===== config.mk =====
export PLATFORM = sky130hd
export DESIGN_NAME = sdc_top
export DESIGN_NICKNAME = d
export VERILOG_FILES = /design/src/core/sdc_pkg.sv /design/src/core/sdc_top.sv
export SDC_FILE = /design/constraint.sdc
export NUM_CORES = 1
export LEC_CHECK = 0
export ABC_AREA = 1
export BUFFER_PORTS_ARGS = -buffer_cell sky130_fd_sc_hd__buf_2
export CAP_MARGIN = 20
export CORE_UTILIZATION = 25
export CTS_CLUSTER_DIAMETER = 120
export DETAILED_ROUTE_END_ITERATION = 10
export SYNTH_ARGS = -nofsm -noshare
export SYNTH_HDL_FRONTEND = slang
export SYNTH_SLANG_ARGS = --single-unit

===== constraint.sdc =====
create_clock -name sys_clk -period 1.9 [get_ports sys_clk]
set_clock_uncertainty 0.15 [all_clocks]
set_input_delay 0.475 -clock sys_clk [delete_from_list [all_inputs] [get_ports sys_clk]]
set_output_delay 0.475 -clock sys_clk [all_outputs]
set_load 0.02 [all_outputs]

===== src/core/sdc_pkg.sv =====
// Constants, field layout and bus carriers of the stall detect control logic
package sdc_pkg;
  // Register indices; byte address is four times the index
  localparam logic [2:0] IDX_RTZ_CTL = 3'h0;
  localparam logic [2:0] IDX_MDC_CTL = 3'h1;
  localparam logic [2:0] IDX_SSD_CTL = 3'h2;
  localparam logic [2:0] IDX_FLAGS = 3'h3;
  localparam logic [2:0] IDX_CNT_HI = 3'h4;
  localparam logic [2:0] IDX_CNT_LO = 3'h5;
  localparam logic [2:0] IDX_ACC_HI = 3'h6;
  localparam logic [2:0] IDX_ACC_LO = 3'h7;
  // Return-to-zero control fields
  localparam int unsigned RTZ_ITG_BIT = 7;
  localparam int unsigned RTZ_DRIVE_COIL_ENABLE_BIT = 6;
  localparam int unsigned RTZ_RECIRC_SIDE_SELECT_BIT = 5;
  localparam int unsigned RTZ_POL_BIT = 4;
  localparam int unsigned RTZ_SMS_BIT = 2;
  localparam int unsigned RTZ_STEP_LSB = 0;
  localparam logic [7:0] RTZ_MASK = 8'hF7;
  localparam logic [7:0] RTZ_RST = 8'h00;
  // Modulus counter control fields
  localparam int unsigned MDC_UFIE_BIT = 7;
  localparam int unsigned MDC_RELOAD_BIT = 6;
  localparam int unsigned MDC_RDSEL_BIT = 5;
  localparam int unsigned MDC_PRE_BIT = 4;
  localparam int unsigned MDC_FORCE_BIT = 3;
  localparam int unsigned MDC_EN_BIT = 2;
  localparam int unsigned MDC_OVIE_BIT = 0;
  localparam logic [7:0] MDC_MASK = 8'hF5;
  localparam logic [7:0] MDC_RST = 8'h00;
  // Stall detector control fields
  localparam int unsigned SSD_RETURN_ZERO_ENABLE_BIT = 7;
  localparam logic [7:0] SSD_MASK = 8'hE3;
  localparam logic [7:0] SSD_RST = 8'h00;
  // Flag fields
  localparam int unsigned FLG_UF_BIT = 7;
  localparam int unsigned FLG_OV_BIT = 0;
  // Counter
  localparam logic [15:0] CNT_PRESET = 16'hFFFF;
  localparam logic [15:0] LOAD_RST = 16'h0000;
  localparam int unsigned PRE_DIV_LO = 64;
  localparam int unsigned PRE_DIV_HI = 512;
  localparam logic [8:0] PRE_LIM_LO = 9'(PRE_DIV_LO - 1);
  localparam logic [8:0] PRE_LIM_HI = 9'(PRE_DIV_HI - 1);
  // Bus answers
  localparam logic [1:0] RESP_OKAY = 2'h0;
  localparam logic [1:0] RESP_SLVERR = 2'h2;

  typedef enum logic [1:0] {
    POLE_EAST = 2'b00,
    POLE_NORTH = 2'b01,
    POLE_WEST = 2'b10,
    POLE_SOUTH = 2'b11
  } sdc_pole_t;

  typedef struct packed {
    logic [7:0] awaddr;
    logic awvalid;
    logic [31:0] wdata;
    logic [3:0] wstrb;
    logic wvalid;
    logic bready;
    logic [7:0] araddr;
    logic arvalid;
    logic rready;
  } sdc_axil_req_t;

  typedef struct packed {
    logic awready;
    logic wready;
    logic [1:0] bresp;
    logic bvalid;
    logic arready;
    logic [31:0] rdata;
    logic [1:0] rresp;
    logic rvalid;
  } sdc_axil_rsp_t;
endpackage


===== src/core/sdc_top.sv =====
// Stall detect coil decode and modulus down-counter with AXI4-Lite registers
`timescale 1ns/100ps
`default_nettype none
module sdc_top (
  input wire logic sys_clk,
  input wire logic rst_n,
  input wire logic clk_en,
  input wire sdc_pkg::sdc_axil_req_t axil_req,
  output sdc_pkg::sdc_axil_rsp_t axil_rsp,
  input wire logic acc_overflow_evt,
  output logic [7:0] bridge_on_a,
  output logic [7:0] bridge_on_b,
  output logic [7:0] switch_close_a,
  output logic [7:0] switch_close_b,
  output logic coil_own_a,
  output logic coil_own_b,
  output logic conv_reset,
  output logic acc_clear,
  output logic underflow_irq,
  output logic overflow_irq
);

  function automatic logic reg_hit(input logic [7:0] addr, input logic [2:0] idx);
    reg_hit = (addr[7:5] == 3'h0) && (addr[4:2] == idx);
  endfunction

  function automatic logic [7:0] bridge_dec(input logic [1:0] step, input logic integrate_select,
                                            input logic drive_coil_enable, input logic recirc_side_select);
    logic [7:0] t;
    t = 8'h00;
    if (drive_coil_enable)
    begin
      unique case (sdc_pkg::sdc_pole_t'(step))
        sdc_pkg::POLE_EAST: t = 8'h09;
        sdc_pkg::POLE_NORTH: t = 8'h90;
        sdc_pkg::POLE_WEST: t = 8'h06;
        sdc_pkg::POLE_SOUTH: t = 8'h60;
      endcase
    end
    if (!integrate_select)
    begin
      if (!step[0])
        t = t | (recirc_side_select ? 8'hA0 : 8'h50);
      else
        t = t | (recirc_side_select ? 8'h0A : 8'h05);
    end
    bridge_dec = t;
  endfunction

  function automatic logic [7:0] switch_dec(input logic [1:0] step, input logic integrate_select,
                                            input logic pol);
    logic swap;
    logic [7:0] s;
    swap = step[1] ^ pol;
    s = 8'h00;
    if (integrate_select)
    begin
      if (!step[0])
        s = swap ? 8'h60 : 8'h90;
      else
        s = swap ? 8'h09 : 8'h06;
    end
    switch_dec = s;
  endfunction

  logic [7:0] rtz_q;
  logic [7:0] mdc_q;
  logic [7:0] ssd_q;
  logic uf_flag_q;
  logic ov_flag_q;
  logic [15:0] load_q;
  logic [15:0] cnt_q;
  logic pre_act_q;
  logic [8:0] presc_q;
  logic aw_full_q;
  logic w_full_q;
  logic [7:0] aw_addr_q;
  logic [31:0] w_data_q;
  logic [3:0] w_strb_q;
  logic awready_q;
  logic wready_q;
  logic bvalid_q;
  logic [1:0] bresp_q;
  logic arready_q;
  logic rvalid_q;
  logic [31:0] rdata_q;
  logic [1:0] rresp_q;

  assign axil_rsp = '{awready: awready_q, wready: wready_q, bresp: bresp_q, bvalid: bvalid_q,
                      arready: arready_q, rdata: rdata_q, rresp: rresp_q, rvalid: rvalid_q};

  // Bus handshakes and register write strobes
  logic aw_hs;
  logic w_hs;
  logic ar_hs;
  logic wr_fire;
  logic wr_mapped;
  logic wr_rtz;
  logic wr_mdc;
  logic wr_ssd;
  logic wr_flg;
  logic wr_cnt;
  logic do_force;
  logic [15:0] wcnt_val;
  logic cnt_en;
  logic reload_md;
  logic tick;
  logic cnt_direct;
  logic uf_set;
  logic [7:0] rd_byte;
  logic [15:0] cnt_view;

  assign aw_hs = axil_req.awvalid & awready_q;
  assign w_hs = axil_req.wvalid & wready_q;
  assign ar_hs = axil_req.arvalid & arready_q;
  assign wr_fire = aw_full_q & w_full_q & ~bvalid_q;
  assign wr_mapped = aw_addr_q[7:5] == 3'h0;
  assign wr_rtz = wr_fire & reg_hit(aw_addr_q, sdc_pkg::IDX_RTZ_CTL) & w_strb_q[0];
  assign wr_mdc = wr_fire & reg_hit(aw_addr_q, sdc_pkg::IDX_MDC_CTL) & w_strb_q[0];
  assign wr_ssd = wr_fire & reg_hit(aw_addr_q, sdc_pkg::IDX_SSD_CTL) & w_strb_q[0];
  assign wr_flg = wr_fire & reg_hit(aw_addr_q, sdc_pkg::IDX_FLAGS) & w_strb_q[0];
  assign wr_cnt = wr_fire & ((reg_hit(aw_addr_q, sdc_pkg::IDX_CNT_HI) & (|w_strb_q[1:0]))
                  | (reg_hit(aw_addr_q, sdc_pkg::IDX_CNT_LO) & w_strb_q[0]));
  assign do_force = wr_mdc & w_data_q[sdc_pkg::MDC_FORCE_BIT];
  assign wcnt_val = reg_hit(aw_addr_q, sdc_pkg::IDX_CNT_HI) ?
                    {(w_strb_q[1] ? w_data_q[15:8] : load_q[15:8]),
                     (w_strb_q[0] ? w_data_q[7:0] : load_q[7:0])} :
                    {load_q[15:8], w_data_q[7:0]};
  assign cnt_en = mdc_q[sdc_pkg::MDC_EN_BIT];
  assign reload_md = mdc_q[sdc_pkg::MDC_RELOAD_BIT];
  assign tick = presc_q == (pre_act_q ? sdc_pkg::PRE_LIM_HI : sdc_pkg::PRE_LIM_LO);
  assign cnt_direct = wr_cnt & ~reload_md;
  assign uf_set = clk_en & cnt_en & tick & (cnt_q == 16'h0001) & ~do_force & ~cnt_direct;
  assign cnt_view = mdc_q[sdc_pkg::MDC_RDSEL_BIT] ? load_q : cnt_q;

  always_ff @(posedge sys_clk)
  begin
    if (!rst_n)
    begin
      aw_full_q <= 1'b0;
      awready_q <= 1'b1;
      aw_addr_q <= 8'h00;
    end
    else if (clk_en)
    begin
      if (aw_hs)
      begin
        aw_full_q <= 1'b1;
        awready_q <= 1'b0;
        aw_addr_q <= axil_req.awaddr;
      end
      else if (bvalid_q & axil_req.bready)
      begin
        aw_full_q <= 1'b0;
        awready_q <= 1'b1;
      end
    end
  end

  always_ff @(posedge sys_clk)
  begin
    if (!rst_n)
    begin
      w_full_q <= 1'b0;
      wready_q <= 1'b1;
      w_data_q <= 32'h0000_0000;
      w_strb_q <= 4'h0;
    end
    else if (clk_en)
    begin
      if (w_hs)
      begin
        w_full_q <= 1'b1;
        wready_q <= 1'b0;
        w_data_q <= axil_req.wdata;
        w_strb_q <= axil_req.wstrb;
      end
      else if (bvalid_q & axil_req.bready)
      begin
        w_full_q <= 1'b0;
        wready_q <= 1'b1;
      end
    end
  end

  always_ff @(posedge sys_clk)
  begin
    if (!rst_n)
    begin
      bvalid_q <= 1'b0;
      bresp_q <= sdc_pkg::RESP_OKAY;
    end
    else if (clk_en)
    begin
      if (wr_fire)
      begin
        bvalid_q <= 1'b1;
        bresp_q <= wr_mapped ? sdc_pkg::RESP_OKAY : sdc_pkg::RESP_SLVERR;
      end
      else if (axil_req.bready)
        bvalid_q <= 1'b0;
    end
  end

  // Read path; accumulator words read as zero here
  always_comb
  begin
    rd_byte = 8'h00;
    unique case (axil_req.araddr[4:2])
      sdc_pkg::IDX_RTZ_CTL: rd_byte = rtz_q;
      sdc_pkg::IDX_MDC_CTL: rd_byte = mdc_q;
      sdc_pkg::IDX_SSD_CTL: rd_byte = ssd_q;
      sdc_pkg::IDX_FLAGS: rd_byte = {uf_flag_q, 6'h00, ov_flag_q};
      sdc_pkg::IDX_CNT_HI: rd_byte = cnt_view[15:8];
      sdc_pkg::IDX_CNT_LO: rd_byte = cnt_view[7:0];
      sdc_pkg::IDX_ACC_HI: rd_byte = 8'h00;
      sdc_pkg::IDX_ACC_LO: rd_byte = 8'h00;
    endcase
  end

  always_ff @(posedge sys_clk)
  begin
    if (!rst_n)
    begin
      arready_q <= 1'b1;
      rvalid_q <= 1'b0;
      rdata_q <= 32'h0000_0000;
      rresp_q <= sdc_pkg::RESP_OKAY;
    end
    else if (clk_en)
    begin
      if (ar_hs)
      begin
        arready_q <= 1'b0;
        rvalid_q <= 1'b1;
        rresp_q <= (axil_req.araddr[7:5] == 3'h0) ? sdc_pkg::RESP_OKAY : sdc_pkg::RESP_SLVERR;
        if (axil_req.araddr[7:5] != 3'h0)
          rdata_q <= 32'h0000_0000;
        else if (reg_hit(axil_req.araddr, sdc_pkg::IDX_CNT_HI))
          rdata_q <= {16'h0000, cnt_view};
        else
          rdata_q <= {24'h00_0000, rd_byte};
      end
      else if (rvalid_q & axil_req.rready)
      begin
        rvalid_q <= 1'b0;
        arready_q <= 1'b1;
      end
    end
  end

  // Control registers
  always_ff @(posedge sys_clk)
  begin
    if (!rst_n)
    begin
      rtz_q <= sdc_pkg::RTZ_RST;
      mdc_q <= sdc_pkg::MDC_RST;
      ssd_q <= sdc_pkg::SSD_RST;
    end
    else if (clk_en)
    begin
      if (wr_rtz)
        rtz_q <= w_data_q[7:0] & sdc_pkg::RTZ_MASK;
      if (wr_mdc)
        mdc_q <= w_data_q[7:0] & sdc_pkg::MDC_MASK;
      if (wr_ssd)
        ssd_q <= w_data_q[7:0] & sdc_pkg::SSD_MASK;
    end
  end

  // Sticky flags; a set in the clearing cycle wins
  always_ff @(posedge sys_clk)
  begin
    if (!rst_n)
    begin
      uf_flag_q <= 1'b0;
      ov_flag_q <= 1'b0;
    end
    else if (clk_en)
    begin
      if (uf_set)
        uf_flag_q <= 1'b1;
      else if (wr_flg & w_data_q[sdc_pkg::FLG_UF_BIT])
        uf_flag_q <= 1'b0;
      if (acc_overflow_evt)
        ov_flag_q <= 1'b1;
      else if (wr_flg & w_data_q[sdc_pkg::FLG_OV_BIT])
        ov_flag_q <= 1'b0;
    end
  end

  always_ff @(posedge sys_clk)
  begin
    if (!rst_n)
      load_q <= sdc_pkg::LOAD_RST;
    else if (clk_en & wr_cnt)
      load_q <= wcnt_val;
  end

  // Modulus counter and prescaler
  always_ff @(posedge sys_clk)
  begin
    if (!rst_n)
    begin
      cnt_q <= sdc_pkg::CNT_PRESET;
      presc_q <= 9'h000;
      pre_act_q <= 1'b0;
    end
    else if (clk_en)
    begin
      if (!cnt_en)
      begin
        cnt_q <= sdc_pkg::CNT_PRESET;
        presc_q <= 9'h000;
      end
      else if (do_force)
      begin
        cnt_q <= load_q;
        presc_q <= 9'h000;
        pre_act_q <= mdc_q[sdc_pkg::MDC_PRE_BIT];
      end
      else if (cnt_direct)
      begin
        cnt_q <= wcnt_val;
        presc_q <= 9'h000;
        pre_act_q <= mdc_q[sdc_pkg::MDC_PRE_BIT];
      end
      else if (tick)
      begin
        presc_q <= 9'h000;
        if (cnt_q != 16'h0000)
          cnt_q <= cnt_q - 16'h0001;
        else if (reload_md)
        begin
          cnt_q <= load_q;
          pre_act_q <= mdc_q[sdc_pkg::MDC_PRE_BIT];
        end
      end
      else
        presc_q <= presc_q + 9'h001;
    end
  end

  // Coil drive, converter routing and interrupt outputs
  always_ff @(posedge sys_clk)
  begin
    if (!rst_n)
    begin
      bridge_on_a <= 8'h00;
      bridge_on_b <= 8'h00;
      switch_close_a <= 8'h00;
      switch_close_b <= 8'h00;
      coil_own_a <= 1'b0;
      coil_own_b <= 1'b0;
      conv_reset <= 1'b1;
      acc_clear <= 1'b1;
    end
    else if (clk_en)
    begin
      logic return_zero_enable;
      logic sel_b;
      logic [7:0] br;
      logic [7:0] sw;
      return_zero_enable = ssd_q[sdc_pkg::SSD_RETURN_ZERO_ENABLE_BIT];
      sel_b = rtz_q[sdc_pkg::RTZ_SMS_BIT];
      br = return_zero_enable ? bridge_dec(rtz_q[sdc_pkg::RTZ_STEP_LSB +: 2], rtz_q[sdc_pkg::RTZ_ITG_BIT],
                             rtz_q[sdc_pkg::RTZ_DRIVE_COIL_ENABLE_BIT], rtz_q[sdc_pkg::RTZ_RECIRC_SIDE_SELECT_BIT])
                 : 8'h00;
      sw = switch_dec(rtz_q[sdc_pkg::RTZ_STEP_LSB +: 2], rtz_q[sdc_pkg::RTZ_ITG_BIT],
                      rtz_q[sdc_pkg::RTZ_POL_BIT]);
      bridge_on_a <= sel_b ? 8'h00 : br;
      bridge_on_b <= sel_b ? br : 8'h00;
      switch_close_a <= sel_b ? 8'h00 : sw;
      switch_close_b <= sel_b ? sw : 8'h00;
      coil_own_a <= return_zero_enable & ~sel_b;
      coil_own_b <= return_zero_enable & sel_b;
      conv_reset <= ~rtz_q[sdc_pkg::RTZ_ITG_BIT];
      acc_clear <= ~rtz_q[sdc_pkg::RTZ_ITG_BIT];
    end
  end

  always_ff @(posedge sys_clk)
  begin
    if (!rst_n)
    begin
      underflow_irq <= 1'b0;
      overflow_irq <= 1'b0;
    end
    else if (clk_en)
    begin
      underflow_irq <= uf_flag_q & mdc_q[sdc_pkg::MDC_UFIE_BIT];
      overflow_irq <= ov_flag_q & mdc_q[sdc_pkg::MDC_OVIE_BIT];
    end
  end
endmodule
`default_nettype wire


* Word-level counts from Yosys, hierarchy flattened
Index checks and enable logic that the tools add are counted.
** Storage, ports and cells
- Bits of input ports :: 61
- Flip-flop bits (word level) :: 168
** Operators by class
- Mux-type cells :: 58
- Add/subtract/negate cells :: 2
- Reductions and logical operators :: 39
- Equality and inequality tests :: 20
- Bitwise logic cells :: 42
** Operators by type and width (number)
- 16-bit 2-to-1 mux :: 10
- 8-bit 2-to-1 mux :: 16
- 8-bit case mux with 7 select lines :: 1
- 9-bit 2-to-1 mux :: 5
- 1-bit bitwise AND :: 32
- 8-bit case mux with 4 select lines :: 1
- 2-bit AND reduction :: 13
- 1-bit 2-to-1 mux :: 21
- 3-bit equality test (second input constant) :: 6
- 16-bit by 1-bit equality test with 1-bit output (second input constant) :: 1
- 16-bit nonzero test :: 1
- 16-bit by 1-bit subtractor with 16-bit output (second input constant) :: 1
- 3-bit by 2-bit equality test with 1-bit output (second input constant) :: 4
- 3-bit zero test :: 4
- 2-bit nonzero test :: 6
- 9-bit by 1-bit adder with 9-bit output (second input constant) :: 1
- 9-bit equality test :: 1
- 3-bit nonzero test :: 3
- 4-bit 2-to-1 mux :: 2
- 8-bit by 4-bit OR with 8-bit output :: 1
- 8-bit OR :: 1
- 1-bit logical AND :: 7
- 3-bit by 1-bit equality test with 1-bit output (second input constant) :: 2
- 1-bit NOT :: 6
- other kinds (12) :: 15

* Depth between registers and ports, before layout
- Word-level depth :: 10
- Depth in mapped cells :: 15

* Worst setup path after synthesis
Ideal clock, no wire load.
- Kind :: flip-flop to flip-flop
- Start :: register cnt_q[0]
- End :: register cnt_q[6]
- Library setup time :: 0.134 ns
- Path buffers :: 1
- Arrival :: 1.610 ns
- Stages on the path, launching flop included :: 14
- Path slack :: 0.006 ns
- Cell sequence :: dfxtp_1 > inv_1 > ha_1 > nand2_4 > nor2_8 > nand2_4 > buf_6 > or2_0 > nand3_1 > nand2_1 > nand2_1 > nand2_1 > nand2_1 > nand3_1
** Between the ends
- Cells in the longest elaborated chain, start to end :: 6
** RTL lines
- start: declaration :: RTL line sdc_top.sv:72 : logic [15:0] cnt_q;
- start signal: assignment :: RTL line sdc_top.sv:306 : cnt_q <= sdc_pkg::CNT_PRESET;
- start signal: assignment :: RTL line sdc_top.sv:314 : cnt_q <= sdc_pkg::CNT_PRESET;
- start signal: assignment :: RTL line sdc_top.sv:319 : cnt_q <= load_q;
- 16-bit by 1-bit subtractor with 16-bit output or 16-bit nonzero test (tied branches) :: RTL line sdc_top.sv:333, sdc_top.sv:332
- 16-bit 2-to-1 mux :: RTL line sdc_top.sv:332 : if (cnt_q != 16'h0000)
- 16-bit 2-to-1 mux :: RTL line sdc_top.sv:329 : else if (tick)
- 16-bit 2-to-1 mux :: RTL line sdc_top.sv:323 : else if (cnt_direct)
- 16-bit 2-to-1 mux :: RTL line sdc_top.sv:317 : else if (do_force)
- 16-bit 2-to-1 mux :: RTL line sdc_top.sv:312 : if (!cnt_en)
Parallel ways exist; a longest one is shown, timed or not. The select of a mux whose other input is x is not followed.
A chain may end at the register's enable or synchronous reset.

* Final worst setup path
- Start :: register aw_full_q
- End :: register rtz_q[5]
** Between the ends
- Cells in the longest elaborated chain, start to end :: 5
** RTL lines
- start: declaration :: RTL line sdc_top.sv:75 : logic aw_full_q;
- start signal: assignment :: RTL line sdc_top.sv:140 : aw_full_q <= 1'b0;
- start signal: assignment :: RTL line sdc_top.sv:148 : aw_full_q <= 1'b1;
- start signal: assignment :: RTL line sdc_top.sv:154 : aw_full_q <= 1'b0;
- 1-bit bitwise AND (2 in series) :: RTL line sdc_top.sv:116 : assign wr_fire = aw_full_q & w_full_q & ~bvalid_q;
- 1-bit bitwise AND (2 in series) :: RTL line sdc_top.sv:118 : assign wr_rtz = wr_fire & reg_hit(aw_addr_q, sdc_pkg::IDX_RTZ_CTL) & w_strb_q[0];
- 2-bit AND reduction (no line)
- end signal: assignment :: RTL line sdc_top.sv:257 : rtz_q <= sdc_pkg::RTZ_RST;
- end signal: assignment :: RTL line sdc_top.sv:264 : rtz_q <= w_data_q[7:0] & sdc_pkg::RTZ_MASK;
- end: declaration :: RTL line sdc_top.sv:66 : logic [7:0] rtz_q;
No other way between the ends.

==> impl_metrics.json <==
{
  "dp_hpwl_mm": 17.0,
  "rows": 62,
  "grt_max_degree": 60,
  "wl_per_cell_um": 13.8,
  "fin_crit_sh_pct": 104,
  "synth_area_leaders": "dfxtp_1 (38%), nand2_1 (15%), a21oi_1 (8.1%)",
  "finalCriticalPeriod_ps": 1970,
  "via_count": 7558,
  "fin_ws_ps": -71.6,
  "violations": "setup timing",
  "rsz0062_at_grt": "true",
  "power_density_nw_per_um2": 725,
  "die_x_um": 174,
  "n_antenna_cell": 0,
  "die-area_um2": 30100,
  "final_hold_viol_count": 0,
  "synth_edf_count": 0,
  "min_path_type": "in -> reg",
  "routed_wl_mm": 22.8,
  "drv_cap": 0,
  "drv_slew": 0,
  "max_freq_mhz": 507,
  "area_delta_synth_final_pct": 32.6,
  "synthDistinctLibCells": 42,
  "worstPathMaxFanout": 7,
  "antenna_found_initial": 0,
  "cts_tree": "yes",
  "peakVddDrop_uv": 652,
  "viasPerCell": 4.58,
  "cts_hold_buffers": 0,
  "layout-drive-gt1-share_pct": 26.3,
  "die-height_um": 174,
  "finalSetupViolations": 7,
  "ant_nets": 0,
  "cts_max_level": 4,
  "clock_path_buffers": 2,
  "grt.total_usage_pct": 15.0,
  "synth_seq_area_share_pct": 38.1,
  "worstPathRequired_ps": 2060,
  "syn_area_per_cell_um2": 6.77,
  "dr.first_iter.drc_count": 511,
  "synth_area_leader_cell": "dfxtp_1",
  "coreArea_um2": 28900,
  "path_clk_slew_ps": 70,
  "syn_inst": 1086,
  "start_util_pct": 25.5,
  "clkSinkCount": 140,
  "leakage_nw": 4.32,
  "postPlaceCellArea_um2": 8810,
  "numCtsBuffers": 17,
  "clk_latency_ps": 440,
  "yosys_warnings": 0,
  "port_buffers": 99,
  "syn_area_um2": 7360,
  "synth_top_area_share_pct": 38.1,
  "crit_path_end_kind": "flip-flop",
  "start_kind": "flip-flop",
  "gr-total-overflow": 0,
  "cts-root-buf": "clkbuf_16",
  "crit_arrival_ps": 2140,
  "grt_pass1_vias": 7046,
  "layout.nets": 1320,
  "ys_ff_latch": 140,
  "io_pins": 140,
  "grt_pass1_wl_mm": 36.3,
  "drc_errors": 0,
  "design_area_um2": 9760,
  "setup.worst_path.class": "reg -> reg",
  "drt-pass1-iter-count": 5,
  "gp_congestion": 0.899,
  "outcome": "finished with violations",
  "fin_total_pwr_mw": 7.08,
  "place_ws_ps": -31.5,
  "synth_flop_cell": "dfxtp_1",
  "async_reset_ff_share_pct": 0
}
[synthesized netlist by cell type (2+ instances only)]
master and instances:
nand2_2 5, nor3_1 13, a21oi_1 119, nand4_1 10, ha_1 4, nand3b_1 2
inv_2 7, nor2_1 72, nand2_4 3, inv_1 84, nor2_2 6, o21a_1 3
a211oi_2 3, or2_0 2, clkbuf_1 36, dfxtp_1 140, nor2_8 2, o211ai_1 8
a311o_1 2, nand3_1 89, nor4_4 2, nand2_1 296, xnor2_1 2, buf_6 4
buf_4 34, o21ai_0 93, o31ai_1 4, a211oi_1 15, buf_2 5, clkinv_1 2
nor2_4 5, xor2_1 4
[flip-flops by register name, indices dropped and copies added, names as in the netlist, 5 cells and up]
register and count:
rtz_q 7, bridge_on_a 8, presc_q 9, bridge_on_b 8, cnt_q 16, mdc_q 6, w_data_q 16, rdata_q 16
ssd_q 5, load_q 16, aw_addr_q 6
[area by class of cell]
type | instances | area (um2)
Timing Repair Buffer | 212 | 1500
Fill cell | 3107 | 19100
Sequential cell | 140 | 2810
Clock buffer | 19 | 433
Inverter | 95 | 364
Tap cell | 384 | 480
Multi-Input combinational cell | 789 | 4030
Clock inverter | 13 | 143
[logic make-up (layout without fill, tap and decap cells)]
| group | Yosys count | in the layout | share of synthesized area, % |
|---|---|---|---|
| AO/OA/AOI/OAI | 251 | 251 | 18.7 |
| XOR/XNOR | 6 | 6 | 0.714 |
| adder cells (fa/ha/maj) | 4 | 4 | 0.680 |
| buffers and inverters | 174 | 339 | 11.2 |
| flip-flops | 140 | 140 | 38.1 |
| other | 1 | 18 | 0.0510 |
| AND/OR/NAND/NOR | 510 | 510 | 30.6 |
[cell usage in the layout (no fill, tap or decap), types with 3 or more instances in the layout]
cell type / n
nor3_1: 10
o31ai_1: 4
xor2_1: 4
nor3_2: 3
buf_6: 6
nand2_1: 290
nand2_2: 9
nand3_2: 10
buf_2: 99
inv_1: 80
inv_4: 3
nor2_2: 15
nand3_1: 78
inv_2: 10
dfxtp_2: 7
a211oi_1: 12
nor2_4: 10
dfxtp_1: 133
conb_1: 18
o21a_1: 3
nand4_1: 10
buf_4: 97
a211oi_2: 6
clkbuf_16: 18
clkinv_2: 3
o211ai_1: 8
a21oi_1: 118
nand2_4: 5
o21ai_0: 87
buf_12: 9
o21ai_1: 5
clkinv_4: 4
nor2_1: 58
[routing by layer]
metal,track usage (%),up-vias,part of all wire [%]
met3,2.32,21,3.5
met2,24.4,175,47
met1,20.2,3485,48
met4,5.13,0,1.6
met5,0,-,0
li1,-,3877,-
[final timing paths]
kind / startpoint / to / slack (ps) / cells after the start
worst min-delay path: axil_req[54] / aw_addr_q[5]$_SDFFE_PN0P_ / 170 / 3
worst min register to register: w_data_q[8]$_SDFFE_PN0P_ / w_data_q[8]$_SDFFE_PN0P_ / 290 / 2
worst max-delay path: aw_full_q$_SDFFE_PN0P_ / rtz_q[5]$_SDFFE_PN0P_ / -70 / 10
worst max register to register: aw_full_q$_SDFFE_PN0P_ / rtz_q[5]$_SDFFE_PN0P_ / -70 / 10
[through the flow]
| step | setup TNS [ps] | cells | hold slack (ps) | utilization (%) |
|---|---|---|---|---|
| final | -430 | 1652 | 166 | 33.8 |
| after global routing | -1430 | 1652 | 174 | 33.8 |
| after CTS | 0 | 1640 | 163 | 32.5 |
| after detailed placement | -280 | 1608 | 288 | 30.5 |
| after global placement | -81.8 | 1608 | 288 | 30.5 |
| after floorplan | 0 | 1103 | 274 | - |
[power breakdown]
| part | switching, mW | internal (mW) |
|---|---|---|
| combinational | 0.443 | 0.253 |
| clock | 1.37 | 1.94 |
| sequential | 0.0570 | 3.01 |
[worst max-delay path, stage by stage, from the launching register on]
cell,delay (ps)
dfxtp_1,380
nand3_4,100
buf_6,130
buf_6,110
nor2_4,120
nand2_4,70
nor4_4,310
clkbuf_16,190
buf_6,130
buf_4,120
a211oi_2,50
[timing repair]
| action | CTS | global route |
|---|---|---|
| pin swaps | 1 | 12 |
| setup endpoints to repair | 11 | 34 |
| resized for setup | 4 | 77 |
| buffers inserted | 0 | 12 |
Power figures use the tool's default switching activity.
